===== src/pkg/soft_reset_pkg.sv =====
// Package: register map, field layout and types of the soft reset requests
package soft_reset_pkg;

	localparam int ADDR_W = 12;
	localparam logic [11:0] REQ_A_OFFSET = 12'h30C;
	localparam logic [11:0] REQ_B_OFFSET = 12'h310;
	localparam int MASK_LSB = 16;
	localparam int REQ_W = 16;
	localparam logic [15:0] REQ_RESET = 16'h0000;
	// Bit 15 of register A is reserved
	localparam logic [15:0] REQ_A_IMPL = 16'h7FFF;
	localparam logic [15:0] REQ_B_IMPL = 16'hFFFF;

	// Register A bit positions
	localparam int A_DISP_APB = 14;
	localparam int A_DISP_AXI = 13;
	localparam int A_TS_HSADC = 12;
	localparam int A_TS_CORE = 11;
	localparam int A_TS_AHB = 10;
	localparam int A_TS_AXI = 9;
	localparam int A_DMA = 8;
	localparam int A_PWM_APB = 7;
	localparam int A_PWM_CORE = 6;
	localparam int A_FUSE_NS = 5;
	localparam int A_FUSE_SE = 4;
	localparam int A_I2C_LSB = 0;
	// Register B bit positions
	localparam int B_USB3_RF = 15;
	localparam int B_TIMER_LSB = 9;
	localparam int B_TIMER_APB = 8;
	localparam int B_USB_RF = 7;
	localparam int B_GEN_RF = 6;
	localparam int B_SEC_RF = 5;
	localparam int B_CRYPTO = 4;
	localparam int B_TADC_APB = 3;
	localparam int B_TADC_CORE = 2;
	localparam int B_SPI = 1;
	localparam int B_SCARD = 0;

	// Register bus request from software
	typedef struct packed {
		logic [ADDR_W-1:0] addr;
		logic [31:0] wdata;
		logic wr;
		logic rd;
	} bus_req_t;

	// All state of the block
	typedef struct packed {
		logic [REQ_W-1:0] req_a;
		logic [REQ_W-1:0] req_b;
		logic [31:0] rdata;
	} state_t;

endpackage


===== src/hw/soft_reset_request_regs.sv =====
// Two masked-write software reset request registers with reset outputs
//
// The strobed register port is this design's own decision.
`timescale 1ns/1ps
`default_nettype none

module soft_reset_request_regs
	import soft_reset_pkg::*;
(
	input wire logic ref_clk_in,
	input wire logic reset_n_in,
	input wire logic [ADDR_W-1:0] addr_in,
	input wire logic [31:0] wdata_in,
	input wire logic wr_in,
	input wire logic rd_in,
	output logic [31:0] rdata_out,
	output logic disp_apb_reset_request_out,
	output logic disp_axi_reset_request_out,
	output logic ts_hsadc_reset_request_out,
	output logic ts_core_reset_request_out,
	output logic ts_ahb_reset_request_out,
	output logic ts_axi_reset_request_out,
	output logic dma_reset_request_out,
	output logic pwm_apb_reset_request_out,
	output logic pwm_core_reset_request_out,
	output logic fuse_nonsecure_apb_reset_request_out,
	output logic fuse_secure_apb_reset_request_out,
	output logic [3:0] i2c_apb_reset_request_out,
	output logic usb3_regfile_reset_request_out,
	output logic [5:0] timer_reset_request_out,
	output logic timer_block_apb_reset_request_out,
	output logic usb_regfile_reset_request_out,
	output logic gen_regfile_reset_request_out,
	output logic sec_regfile_reset_request_out,
	output logic crypto_reset_request_out,
	output logic tadc_apb_reset_request_out,
	output logic tadc_core_reset_request_out,
	output logic spi_first_reset_request_out,
	output logic smart_card_reset_request_out
);

	////////////////////////////////////////////////////////////////////////
	// Masked write: each upper bit enables the bit sixteen below it, except reserved bit 15 of register A
	function automatic logic [REQ_W-1:0] masked_write(
		input logic [REQ_W-1:0] old_val,
		input logic [31:0] data,
		input logic [REQ_W-1:0] impl
	);
		logic [REQ_W-1:0] en;
		en = data[31:MASK_LSB] & impl;
		masked_write = (old_val & ~en) | (data[REQ_W-1:0] & en);
	endfunction

	bus_req_t bus;
	state_t state;
	state_t next_state;

	assign bus = '{addr: addr_in, wdata: wdata_in, wr: wr_in, rd: rd_in};

	////////////////////////////////////////////////////////////////////////
	// Next state: writes, read data for the following cycle
	always_comb begin
		next_state = state;
		next_state.rdata = 32'h0000_0000;
		if (bus.wr && bus.addr == REQ_A_OFFSET) begin
			next_state.req_a = masked_write(state.req_a, bus.wdata, REQ_A_IMPL);
		end
		if (bus.wr && bus.addr == REQ_B_OFFSET) begin
			next_state.req_b = masked_write(state.req_b, bus.wdata, REQ_B_IMPL);
		end
		// Mask half always reads zero; unmapped addresses read zero
		if (bus.rd && bus.addr == REQ_A_OFFSET) begin
			next_state.rdata = {16'h0000, state.req_a};
		end
		if (bus.rd && bus.addr == REQ_B_OFFSET) begin
			next_state.rdata = {16'h0000, state.req_b};
		end
	end

	////////////////////////////////////////////////////////////////////////
	// State register; requests only change by software writes or reset
	always_ff @(posedge ref_clk_in) begin
		if (!reset_n_in) begin
			state <= '{req_a: REQ_RESET, req_b: REQ_RESET,
				rdata: 32'h0000_0000};
		end else begin
			state <= next_state;
		end
	end

	assign rdata_out = state.rdata;

	////////////////////////////////////////////////////////////////////////
	// Register A reset request outputs, level while bit is one
	assign disp_apb_reset_request_out = state.req_a[A_DISP_APB];
	assign disp_axi_reset_request_out = state.req_a[A_DISP_AXI];
	assign ts_hsadc_reset_request_out = state.req_a[A_TS_HSADC];
	assign ts_core_reset_request_out = state.req_a[A_TS_CORE];
	assign ts_ahb_reset_request_out = state.req_a[A_TS_AHB];
	assign ts_axi_reset_request_out = state.req_a[A_TS_AXI];
	assign dma_reset_request_out = state.req_a[A_DMA];
	assign pwm_apb_reset_request_out = state.req_a[A_PWM_APB];
	assign pwm_core_reset_request_out = state.req_a[A_PWM_CORE];
	assign fuse_nonsecure_apb_reset_request_out =
		state.req_a[A_FUSE_NS];
	assign fuse_secure_apb_reset_request_out =
		state.req_a[A_FUSE_SE];
	// Index n drives I2C controller n
	assign i2c_apb_reset_request_out =
		state.req_a[A_I2C_LSB+:4];

	////////////////////////////////////////////////////////////////////////
	// Register B reset request outputs
	assign usb3_regfile_reset_request_out = state.req_b[B_USB3_RF];
	// Index n drives timer n
	assign timer_reset_request_out = state.req_b[B_TIMER_LSB+:6];
	assign timer_block_apb_reset_request_out =
		state.req_b[B_TIMER_APB];
	assign usb_regfile_reset_request_out = state.req_b[B_USB_RF];
	assign gen_regfile_reset_request_out = state.req_b[B_GEN_RF];
	assign sec_regfile_reset_request_out = state.req_b[B_SEC_RF];
	assign crypto_reset_request_out = state.req_b[B_CRYPTO];
	assign tadc_apb_reset_request_out = state.req_b[B_TADC_APB];
	assign tadc_core_reset_request_out = state.req_b[B_TADC_CORE];
	assign spi_first_reset_request_out = state.req_b[B_SPI];
	assign smart_card_reset_request_out = state.req_b[B_SCARD];
endmodule

`default_nettype wire


===== config.mk =====
export PLATFORM = sky130hd
export DESIGN_NAME = soft_reset_request_regs
export DESIGN_NICKNAME = d
export VERILOG_FILES = /design/src/pkg/soft_reset_pkg.sv /design/src/hw/soft_reset_request_regs.sv
export SDC_FILE = /design/constraint.sdc
export NUM_CORES = 1
export LEC_CHECK = 0
export ABC_AREA = 1
export BUFFER_PORTS_ARGS = -buffer_cell sky130_fd_sc_hd__buf_2
export CAP_MARGIN = 20
export CORE_ASPECT_RATIO = 2
export CORE_MARGIN = 5
export CORE_UTILIZATION = 30
export CTS_CLUSTER_DIAMETER = 60
export DETAILED_ROUTE_END_ITERATION = 10
export SYNTH_ARGS = -nofsm -noshare
export SYNTH_HDL_FRONTEND = slang
export SYNTH_SLANG_ARGS = --single-unit
export TNS_END_PERCENT = 50

===== constraint.sdc =====
create_clock -name ref_clk_in -period 1.7 [get_ports ref_clk_in]
set_clock_uncertainty 0.2 [all_clocks]
set_input_delay 0.255 -clock ref_clk_in [delete_from_list [all_inputs] [get_ports ref_clk_in]]
set_output_delay 0.255 -clock ref_clk_in [all_outputs]
set_load 0.05 [all_outputs]

Word level (Yosys, flattened, before mapping)
Index checks and enable logic that the tools add are counted.
{ "classes": {"n_reduce_logical": 5, "n_bitwise": 9, "n_eq_ne": 2, "n_mux": 2} }
{ "ops": {"columns": ["cell", "n"], "rows": [
  ["AND 16 bit", 3],
  ["2-to-1 mux 16 bit", 2],
  ["bitwise OR 16 bit", 2],
  ["== test 12 x 10 -> 1 bit (second input constant)", 2],
  ["AND 16 x 15 -> 16 bit", 1],
  ["inverter 15 -> 16 bit", 1],
  ["inverter 16 bit", 1],
  ["logical AND 1 bit", 4],
  ["OR reduction 2 bit", 1],
  ["inverter 1 bit", 1]
]} }
{ "word_totals": {"output_inout_bits": 63, "wordCells": 22, "register_bits": 64} }

Logic depth before layout (Yosys ltp)
{ "depth": {"ltp_word": 4, "depth_mapped": 10, "mapped_depth_nobuf": 9} }

Least setup slack after synthesis
Ideal clock, no wire load.
{ "synth_timing": {"path_kind": "input -> register", "start": "input addr_in[1]", "end": "register state (netlist bit rdata_out[10])", "setup_slack_ns": 0.241, "setup_time_ns": 0.128, "arrival_time_ns": 1.132, "stages": 9, "path_cell_list": "nor2_1 -> nand2_2 -> nor2_8 -> nand2_2 -> buf_2 -> nand2_1 -> nor2_1 -> nor2_1 -> nor2_1"} }
{ "synth_between": {"elab_chain_cells": 4, "elab_cells_between_ends": 6, "cone_classes": "2 x eq/ne; 2 x mux; 2 x reduce/logical"} }
{ "synth_lines": {"columns": ["element", "line", "text"], "rows": [
  ["from (decl)", "soft_reset_request_regs.sv:12", "input wire logic [ADDR_W-1:0] addr_in,"],
  ["== test 12 x 10 -> 1 bit", "soft_reset_request_regs.sv:72", "if (bus.rd && bus.addr == REQ_A_OFFSET) begin"],
  ["logical AND 1 bit", "soft_reset_request_regs.sv:72", null],
  ["2-to-1 mux 16 bit", "soft_reset_request_regs.sv:72", null],
  ["2-to-1 mux 16 bit *", "soft_reset_request_regs.sv:75", "if (bus.rd && bus.addr == REQ_B_OFFSET) begin"],
  ["to (signal assigned)", "soft_reset_request_regs.sv:84", "state <= '{req_a: REQ_RESET, req_b: REQ_RESET,"],
  ["to (signal assigned)", "soft_reset_request_regs.sv:87", "state <= next_state;"],
  ["to (decl)", "soft_reset_request_regs.sv:55", "state_t state;"]
]} }
Mark *: on every way between the ends. The rest lies on a longest branch, timed or not.
A chain may end at the register's enable or synchronous reset.

==> summary.md <==
| Metric | Value |
|---|---|
| F_max | `0.717 GHz` |
| Pint | `1.68 mW` |
| CTS Buf Count | `5` |
| Net count of the finished layout | `501` |
| Fill count | `around 900` |
| Commonest non-fill, non-tap cell in the layout | `nor2_1` |
| Sw frac | `24.8%` |
| Dpl ws | `0.0622 ns` |
| Dpl cells | `~540` |
| CP Data Required Time | `1.24 ns` |
| DP HPWL | `4.96 mm` |
| Routed WL per cell | `11.9 um` |
| Vias in the first global route | `2153` |
| CTS sink cnt | `47` |
| Reg clk slew, reported paths | `0.06 ns` |
| Post-route insts no fill | `548` |
| Layout cell share with drive strength beyond 1 | `between 20% and 30%` |
| Core region area | `7830 um^2` |
| Die Area | `9940 um^2` |
| Layout area overhead | `26.7%` |
| Final Util | `38.6%` |
| Vias | `~2.3k` |
| 1st-iter DRT viols | `87` |
| Drt pass-1 iters | `5` |
| Critical path cell sequence | `buf_2` |
| CTS tree | `built` |
| Input/output buffers | `94` |
| Register area share after synthesis | `just under 40%` |
| Slowest cell on crit path | `dfxtp_1` |
| Antenna-violating nets left | `0` |
| Max-cap violations | `0` |
| Period utilization | `82.1%` |
| Fin crit period | `1.40 ns` |
| DRC viols | `0` |
| Critical path type | `reg2out` |
| Seq pwr share | `49.2%` |
| # diodes | `0` |
| Deepest clock path buffer count | `2` |
| Chip Height | `approximately 140 um` |
| Worst hold slack | `0.0103 ns` |
| Overall power | `~2.2 mW` |
| Cts repair resizes | `0` |
| Area occupied by multi-input gates | `~1100 um^2` |
| Fin area | `3020 um^2` |
| Outcome | `finished, final reports clean` |
| CTS Hold Bufs | `0` |
| Largest net degree at the start of global routing | `32` |
| Global-route wire length before repair | `approximately 10 mm` |
| Routed Wire Length | `6.50 mm` |
| Row count | `46` |
| Synth warnings | `0` |
| Total global routing track utilization | `13.2%` |
| Actual slew at the worst max-slew pin | `between 0.5 and 0.6 ns` |
| Vias per cell | `4.27` |
| Effective utilization at floorplan | `between 30% and 40%` |
| Commonest non-fill, non-tap cells in the layout | `nor2_1 (120), buf_2 (94), nand2_1 (79)` |
| Final setup viols | `0` |
| Worst path max stage delay | `0.37 ns` |
| Leak pwr | `1.60 nW` |
| WP data arrival | `0.94 ns` |
| RSZ-0062 raised after global routing | `false` |
| Number of distinct library cells after synthesis | `19` |
| Combinational Power Share | `9.5%` |
| H-tree depth | `2` |
| Boundary Pins | `111` |
| Setup_tns | `0 ns` |
| Crit path buf inv count | `1` |
| Placed cell areas | `2890 um^2` |
| Worst IR drop on VDD | `0.416 mV` |
| Worst setup SP type | `flip-flop` |
| Post-synthesis register bit count | `47` |
| R2r setup slk | `0.80 ns` |
| Slew headroom | `63.4%` |
| GRT overflow | `0` |
| CP Capture Type | `output pin` |
| Mapped Avg Cell Area | `6.64 um^2` |
| Initial antenna violation count | `0` |
| Sequential cell area | `941 um^2` |
| Sw Pwr | `555 uW` |
| Hold crit path type | `in2reg` |
| Clock Latency Late Sink | `0.29 ns` |
| Delay-heaviest family, CP | `flip-flops` |
| Cell count after synthesis | `359` |
| Pwr dens | `741 nW/um^2` |
| Setup Fix Bufs, Post-CTS | `0` |
| CP Max Fanout | `3` |
| Pins Over Slew Limit | `0` |
| CTS root buffer | `clkbuf_16` |
| DIE WIDTH | `between 70 and 80 um` |
| PnR worst setup slack | `0.304 ns` |
| Final Hold Vio Count | `0` |
| Syn Std Cell Area | `2380 um^2` |
| RePlAce Congestion | `0.770` |
| Clock network fraction of total power | `between 40% and 50%` |
==> cell usage after synthesis <==
master / count / area, um^2
nand3_4: 2 / 35.0
nor3_1: 1 / 5.00
buf_2: 2 / 10.0
buf_4: 19 / 143
nand2_2: 3 / 18.8
a21oi_1: 1 / 5.00
nor2_1: 120 / 450
o21bai_1: 1 / 7.51
clkinv_1: 1 / 3.75
buf_6: 4 / 45.0
nand2_1: 79 / 297
inv_1: 36 / 135
buf_1: 3 / 11.3
nor2_8: 2 / 40.0
nand4_1: 33 / 206
clkbuf_1: 3 / 11.3
nor3_4: 1 / 16.3
dfxtp_1: 47 / 941
conb_1: 1 / 3.75
==> logic make-up (layout without fill, tap and decap cells) <==
family / count (synthesis) / count (layout) / share of synthesized area [%]
and+or+nand+nor: 241 / 241 / 44.8
AOI/OAI and AO/OA: 2 / 2 / 0.525
other: 1 / 16 / 0.157
DFF: 47 / 47 / 39.5
buffers and inverters: 68 / 146 / 15.1
==> tightest hold or removal path: stages <==
cell	delay, ns
buf_2	0.09
nor2_1	0.04
nor2_1	0.08
==> metal layers <==
metal	track usage [%]	vias up	wire length [um]	share of wire [%]
met3	3.11	8	577	8.9
met1	16.9	975	2810	43
met4	4.52	0	110	1.7
li1	-	1265	-	-
met5	0	-	0	0
met2	21.3	92	3000	46
==> layout make-up <==
type	count	share of cell area (%)
Clock buffer	6	4.27
Inverter	37	4.60
Tap cell	96	3.98
Multi-Input combinational cell	259	37.8
Timing Repair Buffer	103	18.2
Sequential cell	47	31.2
==> power by group through the flow <==
stage | logic, mW | clock network (mW) | registers (mW)
2_1_floorplan | 0.151 | 0 | 1.13
3_3_place_gp | 0.212 | 0 | 1.13
3_5_place_dp | 0.212 | 0 | 1.13
4_1_cts | 0.212 | 0.957 | 1.10
5_1_grt | 0.229 | 0.998 | 1.10
6_report | 0.212 | 0.925 | 1.10
==> path summary, 6_finish.rpt <==
check | from | to | cells after the start
setup / recovery | flip-flop | ts_ahb_reset_request_out | 1
hold / removal | wdata_in[6] | flip-flop | 3
setup reg to reg | flip-flop | rdata_out[10] | 4
hold reg to reg | flip-flop | rdata_out[15] | 2
Power figures use the tool's default switching activity.
